File: src/rtl/status_map.vh
// Constants of the status reporting hierarchy: part codes, register indices,
// reset values and status byte bit positions.
// Assumes inclusion by bare name from the design files.
`ifndef STATUS_MAP_VH
`define STATUS_MAP_VH

// ---------------------------------------------------------------------------
// Access address layout: {register index[2:0], part code[2:0]}
// ---------------------------------------------------------------------------
`define ADDR_W 6
`define PART_W 3
`define PART_CONDITION 3'h0
`define PART_RISE_FILTER 3'h1
`define PART_FALL_FILTER 3'h2
`define PART_LATCHED_EVENTS 3'h3
`define PART_SUMMARY_MASK 3'h4

`define REG_LIMIT 3'h0
`define REG_QUES 3'h1
`define REG_OPER 3'h2
`define REG_ESR 3'h3
`define REG_STB 3'h4

// ---------------------------------------------------------------------------
// Widths and reset values
// ---------------------------------------------------------------------------
`define PART_W16 16
`define RISE_FILTER_RST 15'h7fff
`define FALL_FILTER_RST 15'h0000
`define SUMMARY_MASK_RST 15'h0000
`define SRE_RST 8'h00

// ---------------------------------------------------------------------------
// Status byte bits and the questionable bit of the limit summary
// ---------------------------------------------------------------------------
`define STB_ERRQ_BIT 2
`define STB_QUES_BIT 3
`define STB_MAV_BIT 4
`define STB_ESB_BIT 5
`define STB_MSS_BIT 6
`define STB_OPER_BIT 7
`define STB_MSS_MASK 8'h40
`define QUES_LIMIT_BIT 9

`endif

File: src/rtl/sync_bits.v
// Two-stage synchroniser for a vector of independent level inputs.
// Assumes each bit is a slow level; no bus coherency is implied.
`default_nettype none

module sync_bits #(
    parameter WIDTH = 8
) (
    input wire clock,             // System clock
    input wire rstn,              // Asynchronous reset, active low
    input wire [WIDTH-1:0] din,   // Asynchronous levels
    output wire [WIDTH-1:0] dout  // Synchronised levels
);
    reg [WIDTH-1:0] meta_r;
    reg [WIDTH-1:0] sync_r;

    always @(posedge clock or negedge rstn) begin
        if (!rstn) begin
            meta_r <= {WIDTH{1'b0}};
            sync_r <= {WIDTH{1'b0}};
        end else begin
            meta_r <= din;
            sync_r <= meta_r;
        end
    end

    assign dout = sync_r;
endmodule // sync_bits

`default_nettype wire

File: src/rtl/status_reg.v
// One five-part status register: condition, rise and fall filters,
// latched events and summary mask, with its summary bit.
// Assumes condition inputs are already on the clock domain.
`default_nettype none
`include "status_map.vh"

module status_reg (
    input wire clock,                // System clock
    input wire rstn,                 // Asynchronous reset, active low
    input wire [14:0] cond,          // Live condition bits
    input wire wr,                   // Write strobe for this register
    input wire rd,                   // Read strobe for this register
    input wire [2:0] part,           // Part code
    input wire [15:0] wdata,         // Write data
    output reg [15:0] rdata,         // Read data of the selected part
    output wire summary              // Summary bit
);
    reg [14:0] rise_r;
    reg [14:0] fall_r;
    reg [14:0] mask_r;
    reg [14:0] event_r;
    reg [14:0] prev_r;
    wire [14:0] caught;
    wire [14:0] event_nxt;

    // Each bit position is filtered on its own
    assign caught = (cond & ~prev_r & rise_r) | (~cond & prev_r & fall_r); // RQ2 RQ6 RQ7
    // A read clears, but an event caught in the same cycle survives
    assign event_nxt = ((rd && part == `PART_LATCHED_EVENTS) ? 15'h0000 : event_r)
                       | caught; // RQ9 RQ10 RQ20
    assign summary = |(event_r & mask_r); // RQ11

    always @(posedge clock or negedge rstn) begin
        if (!rstn) begin
            rise_r <= `RISE_FILTER_RST;
            fall_r <= `FALL_FILTER_RST;
            mask_r <= `SUMMARY_MASK_RST;
            event_r <= 15'h0000;
            prev_r <= 15'h0000;
        end else begin
            prev_r <= cond;
            event_r <= event_nxt;
            if (wr && part == `PART_RISE_FILTER) rise_r <= wdata[14:0]; // RQ8
            if (wr && part == `PART_FALL_FILTER) fall_r <= wdata[14:0]; // RQ8
            if (wr && part == `PART_SUMMARY_MASK) mask_r <= wdata[14:0]; // RQ12
        end
    end

    // Top bit reads as zero in every part
    always @* begin
        case (part)
            `PART_CONDITION: rdata = {1'b0, cond}; // RQ3 RQ5
            `PART_RISE_FILTER: rdata = {1'b0, rise_r}; // RQ3
            `PART_FALL_FILTER: rdata = {1'b0, fall_r}; // RQ3
            `PART_LATCHED_EVENTS: rdata = {1'b0, event_r}; // RQ3
            `PART_SUMMARY_MASK: rdata = {1'b0, mask_r}; // RQ1 RQ3
            default: rdata = 16'h0000;
        endcase
    end
endmodule // status_reg

`default_nettype wire

File: src/rtl/status_hierarchy.v
// Hierarchical status reporting: limit, questionable, operation and
// standard event registers feeding the status byte and service request.
// Assumes hardware status pins are asynchronous; access strobes are
// synchronous one-cycle pulses from the remote-control logic.
//
// Operation
// (RQ1) Five sixteen-bit parts per register
// (RQ2) One source, same bit in all parts
// (RQ3) Top bit of every part reads zero
// (RQ4) Condition follows hardware or lower summary
// (RQ5) Condition is read-only, reads change nothing
// (RQ6) Rise sets event if rise filter set
// (RQ7) Fall sets event if fall filter set
// (RQ8) Edge filters freely readable and writable
// (RQ9) Events latch filtered transitions until read
// (RQ10) Event part read-only, read clears all
// (RQ11) Summary is OR of events AND mask
// (RQ12) Summary mask freely readable and writable
// (RQ13) Summary drives a bit of higher condition
// (RQ14) Summaries propagate automatically to service request
// (RQ15) Status byte gathers event, operation, questionable summaries
// (RQ16) Request mask enables status byte bits
// (RQ17) Message-available bit follows output buffer
// (RQ18) Mask bit six ignored; rise raises request
// (RQ19) Status byte bit four means message waiting
// (RQ20) New event survives simultaneous read clear
`default_nettype none
`include "status_map.vh"

module status_hierarchy (
    input wire clock,                 // System clock, 100 MHz
    input wire rstn,                  // Asynchronous reset, active low
    input wire [14:0] hw_limit,       // Limit-check status levels
    input wire [14:0] hw_ques,        // Questionable status levels
    input wire [14:0] hw_oper,        // Operation status levels
    input wire [14:0] hw_esr,         // Standard event status levels
    input wire err_queue_nempty,      // Error queue holds an entry
    input wire msg_avail,             // Output buffer holds a response
    input wire acc_wr,                // Write strobe
    input wire acc_rd,                // Read strobe
    input wire [5:0] acc_addr,        // {register index, part code}
    input wire [15:0] acc_wdata,      // Write data
    output reg [15:0] acc_rdata,      // Read data
    output reg acc_rvalid,            // Read data valid pulse
    output reg [7:0] stb,             // Status byte
    output reg mss,                   // Master summary
    output reg srq                    // Service request pulse
);
    // -----------------------------------------------------------------------
    // Address decode
    // -----------------------------------------------------------------------
    function hit;
        input [5:0] addr;
        input [2:0] idx;
        begin
            hit = (addr[5:3] == idx);
        end
    endfunction

    // -----------------------------------------------------------------------
    // Input synchronisation
    // -----------------------------------------------------------------------
    wire [61:0] sync_in;
    wire [61:0] sync_out;
    assign sync_in = {msg_avail, err_queue_nempty, hw_esr, hw_oper, hw_ques, hw_limit};

    sync_bits #(
        .WIDTH(62)
    ) u_sync (
        .clock(clock),
        .rstn(rstn),
        .din(sync_in),
        .dout(sync_out)
    );

    wire errq_s;
    wire mav_s;
    assign errq_s = sync_out[60];
    assign mav_s = sync_out[61];

    // -----------------------------------------------------------------------
    // Condition routing
    // -----------------------------------------------------------------------
    wire [3:0] summary;
    reg [59:0] cond_vec;

    always @* begin
        cond_vec = sync_out[59:0]; // RQ4
        // Limit register summary replaces one questionable condition bit
        cond_vec[15 + `QUES_LIMIT_BIT] = summary[0]; // RQ13 RQ14
    end

    // -----------------------------------------------------------------------
    // Five-part registers
    // -----------------------------------------------------------------------
    wire [63:0] part_rdata;

    genvar gi;
    generate
        for (gi = 0; gi < 4; gi = gi + 1) begin : g_reg
            status_reg u_reg (
                .clock(clock),
                .rstn(rstn),
                .cond(cond_vec[gi*15 +: 15]),
                .wr(acc_wr && hit(acc_addr, gi[2:0])),
                .rd(acc_rd && hit(acc_addr, gi[2:0])),
                .part(acc_addr[2:0]),
                .wdata(acc_wdata),
                .rdata(part_rdata[gi*16 +: 16]),
                .summary(summary[gi])
            );
        end
    endgenerate

    // -----------------------------------------------------------------------
    // Status byte and request mask
    // -----------------------------------------------------------------------
    reg [7:0] sre_r;
    reg [7:0] req_prev_r;
    reg [7:0] stb_low;
    wire [7:0] req_bits;
    wire mss_nxt;

    always @* begin
        stb_low = 8'h00;
        stb_low[`STB_ERRQ_BIT] = errq_s;
        stb_low[`STB_QUES_BIT] = summary[1]; // RQ15
        stb_low[`STB_MAV_BIT] = mav_s; // RQ17 RQ19
        stb_low[`STB_ESB_BIT] = summary[3]; // RQ15
        stb_low[`STB_OPER_BIT] = summary[2]; // RQ15
    end

    // Mask bit six never takes part
    assign req_bits = stb_low & sre_r & ~`STB_MSS_MASK; // RQ16 RQ18
    assign mss_nxt = |req_bits; // RQ14

    always @(posedge clock or negedge rstn) begin
        if (!rstn) begin
            sre_r <= `SRE_RST;
            req_prev_r <= 8'h00;
            stb <= 8'h00;
            mss <= 1'b0;
            srq <= 1'b0;
        end else begin
            if (acc_wr && hit(acc_addr, `REG_STB) && acc_addr[2:0] == `PART_SUMMARY_MASK) begin
                sre_r <= acc_wdata[7:0]; // RQ16
            end
            req_prev_r <= req_bits;
            stb <= stb_low | (mss_nxt ? `STB_MSS_MASK : 8'h00);
            mss <= mss_nxt;
            srq <= |(req_bits & ~req_prev_r); // RQ18
        end
    end

    // -----------------------------------------------------------------------
    // Read path
    // -----------------------------------------------------------------------
    reg [15:0] rdata_nxt;

    always @* begin
        case (acc_addr[5:3])
            `REG_LIMIT: rdata_nxt = part_rdata[15:0];
            `REG_QUES: rdata_nxt = part_rdata[31:16];
            `REG_OPER: rdata_nxt = part_rdata[47:32];
            `REG_ESR: rdata_nxt = part_rdata[63:48];
            `REG_STB: begin
                if (acc_addr[2:0] == `PART_CONDITION)
                    rdata_nxt = {8'h00, stb_low | (mss_nxt ? `STB_MSS_MASK : 8'h00)};
                else if (acc_addr[2:0] == `PART_SUMMARY_MASK)
                    rdata_nxt = {8'h00, sre_r};
                else
                    rdata_nxt = 16'h0000;
            end
            default: rdata_nxt = 16'h0000;
        endcase
    end

    always @(posedge clock or negedge rstn) begin
        if (!rstn) begin
            acc_rdata <= 16'h0000;
            acc_rvalid <= 1'b0;
        end else begin
            acc_rvalid <= acc_rd;
            if (acc_rd) acc_rdata <= rdata_nxt; // RQ3
        end
    end
endmodule // status_hierarchy

`default_nettype wire

File: config.mk
export PLATFORM = sky130hd
export DESIGN_NAME = status_hierarchy
export DESIGN_NICKNAME = d
export VERILOG_FILES = /design/src/rtl/sync_bits.v /design/src/rtl/status_reg.v /design/src/rtl/status_hierarchy.v
export VERILOG_INCLUDE_DIRS = /design/src /design/src/rtl
export SDC_FILE = /design/constraint.sdc
export NUM_CORES = 1
export LEC_CHECK = 0
export ABC_CLOCK_PERIOD_IN_PS = 3800
export BUFFER_PORTS_ARGS = -buffer_cell sky130_fd_sc_hd__buf_2
export CAP_MARGIN = 15
export CORE_MARGIN = 2
export CORE_UTILIZATION = 30
export DETAILED_ROUTE_END_ITERATION = 10
export GPL_TIMING_DRIVEN = 0
export PLACE_DENSITY = 0.51
export SYNTH_ARGS = -nofsm -noshare
export SYNTH_HDL_FRONTEND = slang
export SYNTH_SLANG_ARGS = --single-unit
File: constraint.sdc
create_clock -name clock -period 3.8 [get_ports clock]
set_clock_uncertainty 0.1 [all_clocks]
set_input_delay 0.57 -clock clock [delete_from_list [all_inputs] [get_ports clock]]
set_output_delay 0.57 -clock clock [all_outputs]
set_load 0.05 [all_outputs]
# ---- Word-level counts from Yosys, hierarchy flattened
# Cells that the tools add are included.
dict set report totals {
  register_bits 466
  in_bits 88
  out_inout_bits 27
  elab_cells 123
}
dict set report classes {
  n_eq_ne 8
  mux 12
  bitwise_logic 40
  n_reduce_logical 34
}
# operator count
set ops {}
lappend ops {{$and A15 B15 Y15} 20}
lappend ops {{$pmux W15 S5} 4}
lappend ops {{$not A15 Y15} 8}
lappend ops {{$or A15 B15 Y15} 8}
lappend ops {{$pmux W16 S5} 1}
lappend ops {{$mux W15} 4}
lappend ops {{$reduce_or A15 Y1} 4}
lappend ops {{$logic_and A1 B1 Y1} 26}
lappend ops {{$and A8 B8 Y8} 2}
lappend ops {{$mux W8} 2}
lappend ops {{$eq A3 B2 Y1 const B} 4}
lappend ops {{$not A8 Y8} 1}
lappend ops {{$or A8 B7 Y8} 1}
lappend ops {{$reduce_or A8 Y1} 1}
lappend ops {{$mux W7} 1}
lappend ops {{$reduce_or A7 Y1} 1}
lappend ops {{$eq A3 B1 Y1 const B} 2}
lappend ops {{$eq A3 B3 Y1 const B} 2}
lappend ops {{$logic_not A3 Y1} 2}

# ---- Longest topological paths before layout
dict set report logic_depth {
  ltp_word 8
  ltp_mapped 8
  ltp_nobuf 5
}

# ---- By module
# From an unflattened synthesis, not the netlist that was laid out.
dict set report hier_totals {
  hier_cells 1403
  hier_area_um2 19512.5
}
# module n_inst cells_per_inst area_per_inst_um2 seq_area_each_um2
set by_module_without_submodules {}
lappend by_module_without_submodules {status_reg 4 279 3608.5 1895.6}
lappend by_module_without_submodules {sync_bits 1 124 3103.0 3103.0}
lappend by_module_without_submodules {status_hierarchy 1 163 1975.6 925.9}

# ---- Worst setup path before layout
# Ideal clock, no wire load.
dict set report synth_timing {
  kind {input to register}
  start {input acc_addr[0]}
  end {register g_reg[2].u_reg.mask_r[5]}
  setup_ns 0.128
  t_arrival_ns 1.795
  required_time_ns 3.572
  slack_ns 1.778
  path_stages 6
  path_buffers 3
  path_cell_list {buf_2 -> nor3b_2 -> buf_4 -> nand3_2 -> buf_2 -> mux2_1}
}
dict set report synth_via {
  elab_chain_cells 2
}
# item line_no
set synth_rtl {}
lappend synth_rtl {{from (decl)} status_hierarchy.v:41} ;# input wire [5:0] acc_addr,
lappend synth_rtl {{$eq A3 B3 Y1 (no source line)} -}
lappend synth_rtl {{$logic_and A1 B1 Y1 (no source line)} -}
lappend synth_rtl {{to (signal assigned)} status_reg.v:37} ;# mask_r <= `SUMMARY_MASK_RST;
lappend synth_rtl {{to (signal assigned)} status_reg.v:45} ;# if (wr && part == `PART_SUMMARY_MASK) mask_r <= wdata[14:0];
lappend synth_rtl {{to (decl)} status_reg.v:20} ;# reg [14:0] mask_r;
# No other way between the ends.
# A chain may end at the register's enable or synchronous reset.

# ---- Worst setup path in the final report
dict set report layout_timing {
  start {register g_reg[3].u_reg.event_r[7]}
  end {register srq}
}
dict set report layout_via {
  elab_chain_cells 5
}
# item line_no
set layout_rtl {}
lappend layout_rtl {{from (decl)} status_reg.v:21} ;# reg [14:0] event_r;
lappend layout_rtl {{from (signal assigned)} status_reg.v:42} ;# event_r <= event_nxt;
lappend layout_rtl {{$and A15 B15 Y15} status_reg.v:31} ;# assign summary = |(event_r & mask_r);
lappend layout_rtl {{$reduce_or A15 Y1} status_reg.v:31}
lappend layout_rtl {{$and A8 B8 Y8} status_hierarchy.v:134} ;# assign req_bits = stb_low & sre_r & ~`STB_MSS_MASK;
lappend layout_rtl {{$and A8 B8 Y8} status_hierarchy.v:151} ;# srq <= |(req_bits & ~req_prev_r);
lappend layout_rtl {{$reduce_or A8 Y1} status_hierarchy.v:151}
lappend layout_rtl {{to (signal assigned)} status_hierarchy.v:151}
lappend layout_rtl {{to (decl)} status_hierarchy.v:47} ;# output reg srq
# No other way between the ends.

==> flow_metrics.py <==
metrics = {
    "power_and_ir_drop": {
        "swShare_pct": 26.0,
        "p_total_mw": 12.3,
        "internal_power_mw": 9.10,
        "sequentialPowerShare_pct": 47.6,
        "clkPwrFrac_pct": 40.9,
        "powerDensity_nw_per_um2": 542,
        "p_sw_mw": 3.20,
        "vdd_ir_drop_max_uv": 308,
        "power.leakage_nw": 9.76,
        "comb_power_share_pct": 11.5,
    },
    "run_status": {
        "status": "completed",
    },
    "final_layout": {
        "multiInputGateArea_um2": 6620,
        "nNetsFinal": 1710,
        "synthToLayoutAreaGrowth_pct": 21.9,
        "regArea_um2": 11500,
        "nFillCells": 5944,
        "fin_area_um2": 22700,
        "drive_above_1_share_pct": 32.6,
        "layout_commonest_cell": "dfrtp_1",
        "fin_cells": 2504,
        "final_cell_mix": "398 x dfrtp_1, 213 x mux2_2, 147 x buf_2, 134 x nand2_1, 110 x a22oi_1",
        "fin_util_pct": 36.9,
    },
    "clock_tree": {
        "h-tree-depth": 2,
        "cts.sinks": 458,
        "tritoncts": "yes",
        "root_buffer": "clkbuf_16",
        "clk_pin_slew_ns": 0.06,
        "cts_setup_buffers": 0,
        "clock_path_buffers": 3,
        "clk_latency_ns": 0.60,
        "numCtsBuffers": 50,
    },
    "global_route": {
        "grt_overflow": 0,
        "grt_pass1_vias": 13084,
        "grt_max_degree": 89,
        "grtUsageTotal_pct": 18.7,
        "antenna_found_initial": 9,
        "grt_first_pass_wirelength_um": 87800,
    },
    "worst_setup_path": {
        "critPathRequiredTime_ns": 4.17,
        "cp-end-kind": "flip-flop",
        "crit_type": "flip-flop to flip-flop",
        "worstPathArrival_ns": 3.22,
        "start_kind": "flip-flop",
        "worstPathMaxFanout": 4,
    },
    "routing": {
        "wl_um": 59600,
        "dr.pass1.iters": 7,
        "vias": 12930,
        "drt-wirelength-per-cell_um": 23.8,
        "route.detailed.drc": 0,
        "viasPerCell": 5.16,
        "ant_nets": 0,
        "drt-met1-wl_um": 26300,
        "wl_met2_um": 26100,
        "wl_met3_um": 4720,
        "highest_layer": "met5",
        "drtIter0Drc": 1173,
    },
    "sta": {
        "worst_pin_slew_ns": 1.10,
        "setup_tns_ns": 0,
        "worst_slack_ns": 0.952,
        "fin_hold_ws_ns": 0.140,
        "finalMaxSlewViolations": 0,
        "fmax_mhz": 351,
        "setup_viol": 0,
        "post-route-min-period_ns": 2.85,
        "grt_setup_unrepaired": "false",
        "fin_crit_sh_pct": 74.9,
        "slew_headroom_pct": 26.8,
        "final-hold-violation-count": 0,
    },
    "yosys": {
        "yosysWarnings": 0,
        "syn_area_um2": 18600,
        "synth_seq_cells": 458,
        "yosysSeqAreaShare_pct": 61.9,
        "synth_top_area_cell": "dfrtp_1",
        "synthCells": 1395,
        "async_flop_share_pct": 100,
        "synthDistinctLibCells": 56,
        "synth_edf_count": 0,
        "netlist_top_cells_area": "dfrtp_1 53%, mux2_2 13%, dfstp_2 8.5%",
        "syn_area_per_cell_um2": 13.4,
        "synth_ff_type": "dfrtp_1",
        "synth_top_area_share_pct": 53.5,
    },
    "die": {
        "core_area_um2": 61600,
        "die_h_um": 253,
        "start_util_pct": 30.2,
        "io-pin-count": 115,
        "die_area_um2": 64100,
        "dieWidth_um": 253,
        "rows": 91,
    },
    "hold_path": {
        "hp-class": "input pin to flip-flop",
    },
    "placement": {
        "dp_slack_ns": 0.485,
        "dpl.cell_count": 2344,
        "post-dp-hpwl_um": 41800,
        "placed_cell_area_um2": 20400,
        "gp_congestion": 0.895,
        "port_buffers": 105,
    },
    "flow_run": {
        "drv_cap": 0,
    },
}
-- routing by layer --
metal	vias to the layer above	GRT usage, %
met5	-	0
met4	10	8.40
met3	123	5.02
met2	443	28.0
met1	6719	25.4
li1	5635	-
-- path summary, 6_finish.rpt --
| check | from | end | cells after the start | slack (ns) |
|---|---|---|---|---|
| setup / recovery | g_reg[3].u_reg.event_r[7]$_DFF_PN0_ | srq$_DFF_PN0_ | 5 | 0.95 |
| hold / removal | acc_wdata[9] | g_reg[2].u_reg.mask_r[9]$_DFFE_PN0P_ | 2 | 0.14 |
| setup reg to reg | g_reg[3].u_reg.event_r[7]$_DFF_PN0_ | srq$_DFF_PN0_ | 5 | 0.95 |
| hold reg to reg | u_sync.meta_r[23]$_DFF_PN0_ | u_sync.dout[23]$_DFF_PN0_ | 0 | 0.24 |
| max in group asynchronous | rstn | g_reg[2].u_reg.rise_r[4]$_DFFE_PN1P_ | 4 | 1.87 |
| min in group asynchronous | rstn | u_sync.meta_r[8]$_DFF_PN0_ | 2 | 0.47 |
-- cell usage after synthesis, types with 11 or more instances --
master,instances
clkbuf_1,30
mux2i_1,12
a22oi_1,110
nand2_1,134
nor4_1,15
nand3b_1,75
dfrtp_1,398
o211ai_1,61
mux2_2,213
mux2_1,30
a21oi_1,51
o21ai_0,11
buf_2,43
dfstp_2,60
-- registers in the layout, summed over array words and instances, names as in the netlist, 5 cells and up --
name	flops
g.u_reg.prev_r	60
acc_rdata	15
req_prev_r	5
g.u_reg.mask_r	60
sre_r	8
stb	6
g.u_reg.rise_r	60
g.u_reg.event_r	60
u_sync.dout	61
u_sync.meta_r	61
g.u_reg.fall_r	60
-- critical path, cell delays in order, from the launching register on --
cell      delay (ns)
dfrtp_1         0.44
a222oi_1        0.68
nand3_1         0.22
o31ai_1         0.77
o22ai_1         0.16
or3_1           0.35
-- power by group through the flow --
stage	Sequential (mW)	Clock, mW	Combinational [mW]
finish	5.86	5.03	1.42
global route	5.92	5.35	1.55
CTS	5.85	5.16	1.42
detailed placement	5.93	0	1.37
global placement	5.92	0	1.32
floorplan	5.86	0	0.810
-- what timing repair did --
item,4_1_cts,5_1_grt
hold buffers,63,0
resized for setup,0,0
endpoints found under the hold margin,130,0
-- cells by family (layout without fill, tap and decap cells) --
| kind of cell | Yosys count | after routing | share of synthesized area, % |
|---|---|---|---|
| flip-flops | 458 | 458 | 61.9 |
| AO/OA/AOI/OAI | 291 | 291 | 11.2 |
| AND/OR/NAND/NOR | 291 | 291 | 8.94 |
| multiplexers | 255 | 255 | 15.3 |
| buffers and inverters | 99 | 366 | 2.61 |
| other | 1 | 6 | 0.0201 |
-- final cells by class --
cell class | instances | area share (%)
Sequential cell | 458 | 50.8
Multi-Input combinational cell | 840 | 29.1
Clock buffer | 82 | 6.94
Timing Repair Buffer | 173 | 5.74
Tap cell | 837 | 4.61
Buffer | 89 | 1.98
Clock inverter | 12 | 0.611
Inverter | 10 | 0.165
Antenna cell | 3 | 0.0331
Note: power is estimated with default switching activity, not from simulation.
